--- config.mk ---
export PLATFORM = sky130hd
export DESIGN_NAME = ucs_regs
export DESIGN_NICKNAME = d
export VERILOG_FILES = /design/src/ucs_pkg.sv /design/src/ucs_regs.sv
export SDC_FILE = /design/constraint.sdc
export NUM_CORES = 1
export LEC_CHECK = 0
export ABC_AREA = 1
export BUFFER_PORTS_ARGS = -buffer_cell sky130_fd_sc_hd__buf_2
export CAP_MARGIN = 20
export CORE_ASPECT_RATIO = 1.2
export CORE_MARGIN = 4
export CORE_UTILIZATION = 40
export CTS_BUF_LIST = sky130_fd_sc_hd__clkbuf_2
export CTS_CLUSTER_DIAMETER = 30
export DETAILED_ROUTE_END_ITERATION = 7
export PLACE_DENSITY = 0.73
export SLEW_MARGIN = 20
export SYNTH_ARGS = -nofsm -noshare
export SYNTH_HDL_FRONTEND = slang
export SYNTH_SLANG_ARGS = --single-unit
--- constraint.sdc ---
create_clock -name clk -period 1.9 [get_ports clk]
set_input_delay 0.095 -clock clk [delete_from_list [all_inputs] [get_ports clk]]
set_output_delay 0.095 -clock clk [all_outputs]
set_load 0.01 [all_outputs]
--- src/ucs_pkg.sv ---
// constants and types of the serial control and status registers
package ucs_pkg;
	localparam logic [7:0] ADDR_CSA = 8'hc0;
	localparam logic [7:0] ADDR_CB  = 8'hc1;
	localparam logic [7:0] ADDR_CC  = 8'hc2;
	localparam logic [7:0] ADDR_DAT = 8'hc6;
	localparam logic [7:0] RST_CB   = 8'h00;
	localparam logic [7:0] RST_CC   = 8'h06;
	localparam int BIT_TXC  = 6;
	localparam int BIT_U2X  = 1;
	localparam int BIT_MPCM = 0;
	localparam int BIT_TX9  = 0;
	localparam int RXQ_DEPTH = 2;
	localparam logic [4:0] DIV_NORM = 5'h10;
	localparam logic [4:0] DIV_FAST = 5'h08;
	localparam logic [4:0] DIV_SYNC = 5'h02;
	localparam logic [1:0] MODE_ASYNC = 2'h0;
	localparam logic [1:0] MODE_SYNC  = 2'h1;
	localparam logic [1:0] MODE_SPI   = 2'h3;

	typedef enum logic [1:0] {
		UCS_ASYNC,
		UCS_SYNC,
		UCS_RSVD,
		UCS_SPI
	} ucs_mode_e;

	// one received character as the frame engine hands it over
	typedef struct packed {
		logic       valid;
		logic [8:0] data;
		logic       frame_err;
		logic       parity_err;
		logic       addr_mark;
	} ucs_rx_s;

	// buffered character with its status
	typedef struct packed {
		logic [8:0] data;
		logic       frame_err;
		logic       parity_err;
	} ucs_ent_s;

	// decoded settings for the frame engine
	typedef struct packed {
		ucs_mode_e  mode;
		logic       parity_on;
		logic       parity_odd;
		logic       two_stop;
		logic [3:0] char_bits;
		logic [4:0] baud_div;
		logic       multiproc_filter;
		logic       spi_data_order;
		logic       spi_clock_phase;
		logic       clock_polarity;
	} ucs_cfg_s;
endpackage

--- src/ucs_regs.sv ---
// control and status registers with receive queue and tx buffer flag
`timescale 1ns/1ps
module ucs_regs (
	input  wire logic             clk,
	input  wire logic             rst_n,
	input  wire logic [7:0]       reg_addr,
	input  wire logic [7:0]       reg_wdata,
	input  wire logic             reg_wr,
	input  wire logic             reg_rd,
	output logic      [7:0]       reg_rdata,
	input  wire logic             global_irq_en,
	input  wire ucs_pkg::ucs_rx_s rx_in,
	input  wire logic             rx_start,
	input  wire logic             rx_shift_full,
	input  wire logic             tx_take,
	input  wire logic             tx_shift_busy,
	input  wire logic             tx_shift_done,
	input  wire logic             tx_irq_ack,
	output ucs_pkg::ucs_cfg_s     cfg,
	output logic      [8:0]       tx_word,
	output logic                  tx_word_valid,
	output logic                  rx_pin_override,
	output logic                  tx_pin_override,
	output logic                  irq_rx_done,
	output logic                  irq_tx_done,
	output logic                  irq_tx_empty
);

////////////////////////////////////////////////////////////////////////
	logic [7:0]        control_b;
	logic [7:0]        control_c_frame_format;
	logic              double_speed;
	logic              multiproc_filter;
	logic              tx_done_flag;
	logic              overrun_flag;
	logic              tx_buf_full;
	logic              tx_active;
	logic [1:0]        rx_count;
	logic              rx_head;
	ucs_pkg::ucs_ent_s rx_q [ucs_pkg::RXQ_DEPTH];
	ucs_pkg::ucs_ent_s head;
	logic              spi;
	logic              rx_en;
	logic              tx_en;
	logic              wr_csa;
	logic              wr_cb;
	logic              wr_cc;
	logic              wr_dat;
	logic              rd_dat;
	logic              push;
	logic              pop;
	logic              ovr_set;
	logic              txc_set;
	logic              addr_drop;
	logic              rx_done_flag;
	logic              tx_buffer_empty_flag;
	logic [7:0]        next_rdata;

	function automatic logic hit(input logic [7:0] a, input logic [7:0] r);
		hit = (a == r);
	endfunction

	assign wr_csa = reg_wr && hit(reg_addr, ucs_pkg::ADDR_CSA);
	assign wr_cb  = reg_wr && hit(reg_addr, ucs_pkg::ADDR_CB);
	assign wr_cc  = reg_wr && hit(reg_addr, ucs_pkg::ADDR_CC);
	assign wr_dat = reg_wr && hit(reg_addr, ucs_pkg::ADDR_DAT);
	assign rd_dat = reg_rd && hit(reg_addr, ucs_pkg::ADDR_DAT);

	assign rx_en = control_b[4];
	assign tx_en = control_b[3];
	assign spi = control_c_frame_format[7:6] == ucs_pkg::MODE_SPI;
	assign head = rx_q[rx_head];

////////////////////////////////////////////////////////////////////////
// configuration registers

	always_ff @(posedge clk) begin
		if (!rst_n)
			control_c_frame_format <= ucs_pkg::RST_CC;
		else if (wr_cc)
			control_c_frame_format <= reg_wdata;
	end

	always_ff @(posedge clk) begin
		if (!rst_n)
			control_b <= ucs_pkg::RST_CB;
		else if (wr_cb)
			control_b <= {reg_wdata[7:2], 1'b0, reg_wdata[0]};
	end

	// error bits of a write are ignored
	always_ff @(posedge clk) begin
		if (!rst_n) begin
			double_speed     <= 1'b0;
			multiproc_filter <= 1'b0;
		end else if (wr_csa) begin
			double_speed     <= reg_wdata[ucs_pkg::BIT_U2X];
			multiproc_filter <= reg_wdata[ucs_pkg::BIT_MPCM];
		end
	end

////////////////////////////////////////////////////////////////////////
// decoded settings

	always_comb begin
		cfg = '0;
		cfg.mode = ucs_pkg::ucs_mode_e'(control_c_frame_format[7:6]);
		cfg.parity_on  = !spi && control_c_frame_format[5];
		cfg.parity_odd = !spi && control_c_frame_format[4];
		cfg.two_stop   = !spi && control_c_frame_format[3];
		case ({control_b[2], control_c_frame_format[2:1]})
			3'h0: cfg.char_bits = 4'h5;
			3'h1: cfg.char_bits = 4'h6;
			3'h2: cfg.char_bits = 4'h7;
			3'h7: cfg.char_bits = 4'h9;
			default: cfg.char_bits = 4'h8;
		endcase
		// spi frames are always eight bits
		if (spi)
			cfg.char_bits = 4'h8;
		if (control_c_frame_format[7:6] == ucs_pkg::MODE_ASYNC)
			cfg.baud_div = double_speed ? ucs_pkg::DIV_FAST
			                            : ucs_pkg::DIV_NORM;
		else
			cfg.baud_div = ucs_pkg::DIV_SYNC;
		cfg.multiproc_filter = !spi && multiproc_filter;
		cfg.spi_data_order  = spi && control_c_frame_format[2];
		cfg.spi_clock_phase = spi && control_c_frame_format[1];
		cfg.clock_polarity  = control_c_frame_format[0];
	end

////////////////////////////////////////////////////////////////////////
// receive queue

	assign addr_drop = cfg.multiproc_filter && !rx_in.addr_mark;
	assign push = rx_in.valid && rx_en && !addr_drop &&
	              rx_count != 2'(ucs_pkg::RXQ_DEPTH);
	assign pop  = rd_dat && rx_count != 2'h0;

	always_ff @(posedge clk) begin
		if (push) begin
			rx_q[rx_head ^ rx_count[0]].data      <= rx_in.data;
			rx_q[rx_head ^ rx_count[0]].frame_err <= rx_in.frame_err;
			rx_q[rx_head ^ rx_count[0]].parity_err <=
				rx_in.parity_err && control_c_frame_format[5];
		end
	end

	always_ff @(posedge clk) begin
		if (!rst_n || !rx_en) begin
			rx_count <= 2'h0;
			rx_head  <= 1'b0;
		end else begin
			rx_count <= rx_count + 2'(push) - 2'(pop);
			if (pop)
				rx_head <= !rx_head;
		end
	end

	assign ovr_set = rx_en && rx_start && rx_shift_full &&
	                 rx_count == 2'(ucs_pkg::RXQ_DEPTH);

	// set wins over the clear by read
	always_ff @(posedge clk) begin
		if (!rst_n || !rx_en)
			overrun_flag <= 1'b0;
		else if (ovr_set)
			overrun_flag <= 1'b1;
		else if (pop)
			overrun_flag <= 1'b0;
	end

	assign rx_done_flag    = rx_count != 2'h0;
	assign rx_pin_override = rx_en;

////////////////////////////////////////////////////////////////////////
// transmit side

	// ninth bit taken with low byte
	always_ff @(posedge clk) begin
		if (!rst_n) begin
			tx_buf_full <= 1'b0;
			tx_word     <= 9'h000;
		end else if (wr_dat && !tx_buf_full) begin
			tx_buf_full <= 1'b1;
			tx_word     <= {control_b[ucs_pkg::BIT_TX9], reg_wdata};
		end else if (tx_take) begin
			tx_buf_full <= 1'b0;
		end
	end

	assign tx_buffer_empty_flag = !tx_buf_full;
	assign tx_word_valid        = tx_buf_full && tx_active;

	always_ff @(posedge clk) begin
		if (!rst_n)
			tx_active <= 1'b0;
		else
			tx_active <= tx_en || tx_buf_full || tx_shift_busy;
	end

	assign tx_pin_override = tx_active;

	assign txc_set = tx_shift_done && !tx_buf_full;

	always_ff @(posedge clk) begin
		if (!rst_n)
			tx_done_flag <= 1'b0;
		else if (txc_set)
			tx_done_flag <= 1'b1;
		else if (tx_irq_ack || (wr_csa && reg_wdata[ucs_pkg::BIT_TXC]))
			tx_done_flag <= 1'b0;
	end

////////////////////////////////////////////////////////////////////////
// interrupts and read port

	assign irq_rx_done  = control_b[7] && global_irq_en && rx_done_flag;
	assign irq_tx_done  = control_b[6] && global_irq_en && tx_done_flag;
	assign irq_tx_empty = control_b[5] && global_irq_en &&
	                      tx_buffer_empty_flag;

	always_comb begin
		next_rdata = 8'h00;
		case (reg_addr)
			ucs_pkg::ADDR_CSA: begin
				next_rdata = {rx_done_flag, tx_done_flag,
				              tx_buffer_empty_flag, 5'h00};
				if (!spi && rx_done_flag)
					next_rdata[4:2] = {head.frame_err, overrun_flag,
					                   head.parity_err};
				else if (!spi)
					next_rdata[3] = overrun_flag;
				if (!spi)
					next_rdata[1:0] = {double_speed, multiproc_filter};
			end
			ucs_pkg::ADDR_CB: begin
				next_rdata = control_b;
				next_rdata[1] = !spi && rx_done_flag && head.data[8];
				if (spi) begin
					next_rdata[2] = 1'b0;
					next_rdata[0] = 1'b0;
				end
			end
			ucs_pkg::ADDR_CC: next_rdata = control_c_frame_format;
			ucs_pkg::ADDR_DAT:
				next_rdata = rx_done_flag ? head.data[7:0] : 8'h00;
			default: next_rdata = 8'h00;
		endcase
	end

	always_ff @(posedge clk) begin
		if (!rst_n)
			reg_rdata <= 8'h00;
		else if (reg_rd)
			reg_rdata <= next_rdata;
		else
			reg_rdata <= 8'h00;
	end

////////////////////////////////////////////////////////////////////////
// checks

	property p_empty_clears;
		@(posedge clk) disable iff (!rst_n)
		wr_dat && !tx_buf_full |=> !tx_buffer_empty_flag;
	endproperty
	a_empty_clears: assert property (p_empty_clears)
		else $error("empty flag not cleared by accepted write");

	property p_frame_err;
		@(posedge clk) disable iff (!rst_n)
		push && rx_count == 2'h0 |=> head.frame_err == $past(rx_in.frame_err);
	endproperty
	a_frame_err: assert property (p_frame_err)
		else $error("framing status not stored with character");

	property p_overrun;
		@(posedge clk) disable iff (!rst_n)
		ovr_set |=> overrun_flag;
	endproperty
	a_overrun: assert property (p_overrun)
		else $error("overrun not flagged");

	property p_parity_off;
		@(posedge clk) disable iff (!rst_n)
		push && rx_count == 2'h0 && !control_c_frame_format[5]
			|=> !head.parity_err;
	endproperty
	a_parity_off: assert property (p_parity_off)
		else $error("parity error stored while checking off");

	property p_fast_div;
		@(posedge clk) disable iff (!rst_n)
		cfg.mode == ucs_pkg::UCS_ASYNC && double_speed
			|-> cfg.baud_div == ucs_pkg::DIV_FAST;
	endproperty
	a_fast_div: assert property (p_fast_div)
		else $error("double speed divider wrong");

	property p_mp_drop;
		@(posedge clk) disable iff (!rst_n)
		rx_in.valid && cfg.multiproc_filter && !rx_in.addr_mark
			&& !pop |=> rx_count == $past(rx_count);
	endproperty
	a_mp_drop: assert property (p_mp_drop)
		else $error("unaddressed frame entered queue");

	property p_irq_gate;
		@(posedge clk) disable iff (!rst_n)
		irq_rx_done |-> control_b[7] && global_irq_en && rx_count != 2'h0;
	endproperty
	a_irq_gate: assert property (p_irq_gate)
		else $error("receive interrupt without its conditions");

	property p_flush;
		@(posedge clk) disable iff (!rst_n)
		!rx_en |=> rx_count == 2'h0 && !overrun_flag;
	endproperty
	a_flush: assert property (p_flush)
		else $error("receiver disable did not flush");

	property p_drain;
		@(posedge clk) disable iff (!rst_n)
		!tx_en && (tx_buf_full || tx_shift_busy) |=> tx_pin_override;
	endproperty
	a_drain: assert property (p_drain)
		else $error("transmitter released pin before draining");

	property p_txc_set;
		@(posedge clk) disable iff (!rst_n)
		txc_set |=> tx_done_flag;
	endproperty
	a_txc_set: assert property (p_txc_set)
		else $error("tx done flag not set");

endmodule

* Word-level counts from Yosys, hierarchy flattened
Memories as Yosys holds them, arrays and structs flattened. A register that Yosys moved wholly into a read port is not among the register bits.
Index checks and enable logic that the tools add are counted.
** Word-level totals
- Register bits after elaboration :: 41
- Memory bits (writable) :: 22
- Input bits :: 40
- Logic and storage cells :: 99
- Memories kept :: 1
** Memory list
- rx_q :: depth 2, width 11, read ports 1, clocked after Yosys merged registers in 1, write ports 1, RTL line ucs_regs.sv:40 : ucs_pkg::ucs_ent_s rx_q [ucs_pkg::RXQ_DEPTH];
** Operators by class
- $add $sub $neg :: 2
- Equality and inequality tests :: 10
- Multiplexer cells :: 23
- Bitwise logic cells :: 1
- Reductions and logical operators :: 50
** Operators with widths (count)
- 8-bit equality test (second input constant) :: 4
- 1-bit logical AND :: 32
- 8-bit one-hot mux with 4 select lines :: 1
- 1-bit 2-to-1 mux :: 16
- 4-bit one-hot mux with 4 select lines :: 1
- 5-bit 2-to-1 mux :: 2
- 8-bit 2-to-1 mux :: 1
- 2-bit nonzero test :: 4
- 1-bit logical NOT :: 7
- 2-bit equality test (second input constant) :: 2
- 1-bit logical OR :: 4
- 4-bit 2-to-1 mux :: 1
- 3-bit by 1-bit equality test with 1-bit output (second input constant) :: 1
- 3-bit by 2-bit equality test with 1-bit output (second input constant) :: 1
- 3-bit equality test (second input constant) :: 1
- 3-bit logical NOT :: 1
- 2-bit by 1-bit adder with 2-bit output :: 1
- 2-bit logical NOT :: 1
- 2-bit 2-to-1 mux :: 1
- 2-bit != test (second input constant) :: 1
- 2-bit AND reduction :: 1
- 2-bit by 1-bit subtractor with 2-bit output :: 1
- 1-bit bitwise XOR :: 1

* Logic depth before layout (Yosys ltp)
- Word-level depth :: 9
- Mapped depth :: 11
- Gate-level depth less buffers :: 11

* Worst setup path after synthesis
Ideal clock, no wire load.
- Path type :: register to register
- Start point :: register rx_count[0]
- End point :: register rx_count[1]
- Library setup time :: 70 ps
- Arrival time :: 1656 ps
- Data required time :: 1830 ps
- Slack :: 175 ps
- Stages on the path, launching flop included :: 11
- Cell sequence :: dfxtp_1 -> nor2_1 -> buf_2 -> nor2_1 -> nand2_1 -> inv_1 -> ha_1 -> inv_1 -> ha_1 -> or2_2 -> a21oi_1
** RTL lines
- start, declared :: RTL line ucs_regs.sv:38 : logic [1:0] rx_count;
- start signal, assigned :: RTL line ucs_regs.sv:154 : rx_count <= rx_count + 2'(push) - 2'(pop);
- 2-bit nonzero test :: RTL line ucs_regs.sv:138 : assign pop = rd_dat && rx_count != 2'h0;
- 1-bit logical AND :: RTL line ucs_regs.sv:138
- via pop :: RTL line ucs_regs.sv:51 : logic pop;
- 2-bit by 1-bit subtractor with 2-bit output :: RTL line ucs_regs.sv:154
The timed path passes the listed nets, and every way through them passes these cells.
A chain may end at the register's enable or synchronous reset.

* Final worst setup path
- Start point :: register control_c_frame_format[6]
- End point :: register rx_count[1]
** Between the ends
- Cells in the longest elaborated chain, start to end :: 9
** Ends and longest elaborated chain
- start, declared :: RTL line ucs_regs.sv:31 : logic [7:0] control_c_frame_format;
- start signal, assigned :: RTL line ucs_regs.sv:79 : control_c_frame_format <= ucs_pkg::RST_CC;
- start signal, assigned :: RTL line ucs_regs.sv:81 : control_c_frame_format <= reg_wdata;
- 2-bit equality test :: RTL line ucs_regs.sv:71 : assign spi = control_c_frame_format[7:6] == ucs_pkg::MODE_SPI;
- 1-bit logical NOT :: RTL line ucs_regs.sv:126 : cfg.multiproc_filter = !spi && multiproc_filter;
- 1-bit logical AND :: RTL line ucs_regs.sv:126
- 1-bit logical AND :: RTL line ucs_regs.sv:135 : assign addr_drop = cfg.multiproc_filter && !rx_in.addr_mark;
- 1-bit logical NOT :: RTL line ucs_regs.sv:136 : assign push = rx_in.valid && rx_en && !addr_drop &&
- 1-bit logical AND (2 in series) :: RTL line ucs_regs.sv:136
- 2-bit by 1-bit adder with 2-bit output :: RTL line ucs_regs.sv:154
- 2-bit by 1-bit subtractor with 2-bit output :: RTL line ucs_regs.sv:154
Every way passes these cells.

==> impl_metrics.ini <==
[outcome]
status = finished, final reports clean

[cells_and_area]
seqCellArea_um2 = 1500
diodes = 0
final_layout_size_suffix_gt1_frac = 0.250
final_common_cell = nand2_1
multi_input_area_um2 = 1270
mostFrequentLayoutCells = nand2_1 (132), buf_2 (78), nor2_1 (65)
layout.nets = 562
syn_to_final_growth_pct = 28.5
num-fill-cells = 710

[drt]
antenna_left = 0
num_vias = 2858
drc = 0
totalWireLength_um = 7760
wl_per_cell_um = 12.6
first_pass_iters = 4
initialDrtViolationCount = 133
via_per_inst = 4.65

[clock_network]
cts_max_level = 3
numCtsBuffers = 9
cts_sinks = 64
path_clk_slew_ns = 0.17
cts_root_buffer = clkbuf_2
clock_path_buffers = 2
clock_latency_ns = 0.50
cts_setup_buffers = 0
cts_tree = yes

[logic_synthesis]
synth_compound_area_frac = 0.0538
yosysSeqAreaShare = 0.493
synthesis.area_um2 = 3050
synthSimpleGateAreaFrac = 0.345
synth_xor_area_frac = 0.00575
synth_warnings = 0
synth.distinct_cells = 31
synth_top_family_by_area = simple AND/OR/NAND/NOR gates
post_synth_fa_ha_maj_area_fraction = 0.00821
synth.avg_cell_area_um2 = 7.49
synthMuxAreaShare = 0
yosys_register_bits = 64
synthCells = 407

[setup_path]
worst_setup_path_end_kind = register
path_class = register to register
cpPeakStageDelay_ns = 0.43
slowest_stage = dfxtp_1
critPathMaxFanout = 8
crit_chain = nand2_1, inv_2, o31ai_1, ha_1, inv_1, ha_1, or2_2, a21oi_1
crit_path_frequent_cell = ha_1
required_ns = 2.33
rrSetupSlack_ns = 0.16
cp-start-kind = register
arrival_ns = 2.17

[global_routing]
grt_use_total = 0.180
grt_max_degree = 20
grt_pass1_vias = 2864
grt_first_pass_wirelength_um = 12900
antenna_found_initial = 0
grt_overflow = 0

[sta]
fin_skew_ns = 0.0218
timing.final.crit_share = 0.918
final_max_slew_viol_count = 0
setup_tns_ns = 0
hold_viol = 0
setup_viol = 0
fmax_mhz = 573
period_needed_ns = 1.74
rsz0062_at_grt = false

[placement]
gp_congestion = 0.872
hpwl_um = 5840
portBuffers = 78

[floorplan]
num_rows = 34
die_h_um = 104
coreArea_um2 = 7320
ios = 81
fp.dieArea_um2 = 9080
initial_utilization = 0.416
dieWidth_um = 87.7

[min_path]
hold_class = input pin to register

[power]
irDropWorstVdd_uv = 572
p_per_area_nw_per_um2 = 598
cellLeakagePower_uw = 0.00191
total_power_uw = 2340

[run]
maxCapViolations = 0
## per-stage QoR
step | area (µm²) | cells | worst slack [ns] | utilization | hold slack (ns)
after detailed placement | 3520 | 570 | 0.162 | 0.481 | 0.287
after floorplan | 3050 | 408 | 0.175 | - | 0.194
after global placement | 3520 | 570 | 0.236 | 0.481 | 0.285
after CTS | 3900 | 614 | 0.162 | 0.533 | 0.00650
after global routing | 3920 | 615 | 0.00533 | 0.535 | 0.0173
final | 3920 | 615 | 0.156 | 0.535 | 0.0493
## final cells by class
type,count,area share
clock buffers,11,0.0141
clock inverters,5,0.0121
inverters,51,0.0502
multi-input cells,280,0.324
flip-flops and latches,64,0.384
well taps,90,0.0288
repair buffers,114,0.187
## flip-flops by register name, summed over array words and instances (netlist names), named ones only
name / count
rx_q: 22
tx_word: 9
control_c_frame_format: 8
reg_rdata: 8
control_b: 7
rx_count: 2
double_speed: 1
multiproc_filter: 1
overrun_flag: 1
rx_head: 1
tx_buf_full: 1
tx_done_flag: 1
tx_pin_override: 1
## worst paths after layout
| check | startpoint | to | depth (start not counted) |
|---|---|---|---|
| setup / recovery | control_c_frame_format[6] | rx_count[1] | 8 |
| hold / removal | reg_rd | reg_rdata[3] | 3 |
| setup reg to reg | control_c_frame_format[6] | rx_count[1] | 8 |
| hold reg to reg | multiproc_filter | multiproc_filter | 2 |
## where the power goes
part	internal, µW	total [µW]	switching, µW
clock	303	765	462
sequential	1420	1420	2.08
combinational	77.8	158	80.6
total	1800	2340	545
## logic make-up after synthesis
group           after synthesis
simple gates                243
buf+inv                      64
flops                        64
compound gates               31
xor+xnor                      2
fa+ha+maj                     2
other cells                   1
## routing by layer
metal,vias up,global-route usage,share of wire
li1,1474,-,-
met1,1298,0.199,0.40
met2,72,0.322,0.52
met3,14,0.0596,0.065
met4,0,0.0515,0.017
met5,-,0,0
## synth_stat cells (all sizes together)
master,n,area (µm²)
xnor2,2,17.5
clkinv,2,12.5
nand4,1,6.26
a21oi,28,144
inv,49,184
ha,2,25.0
nand3,19,108
o21bai,1,7.51
nor2,82,382
clkbuf,2,7.51
edfxtp,22,661
nor3,1,5.00
conb,1,3.75
dfxtp,42,841
nand3b,1,7.51
buf,11,78.8
or2,3,18.8
o31ai,1,7.51
o21ai,1,5.00
nand2,136,526
## critical path, delay by kind of cell (launching register included)
family | cells | cell delay, ns
DFF | 1 | 0.43
and+or+nand+nor | 2 | 0.39
adders and majority gates | 2 | 0.45
buffers and inverters | 2 | 0.17
AOI/OAI and AO/OA | 2 | 0.23
## timing repair
action                     in CTS  in global routing
setup endpoints to repair       0                  2
hold endpoints to repair       51                  4
gates resized for setup         0                  2
hold buffers                   28                  1
No activity file was read; power rests on OpenSTA's default activity.
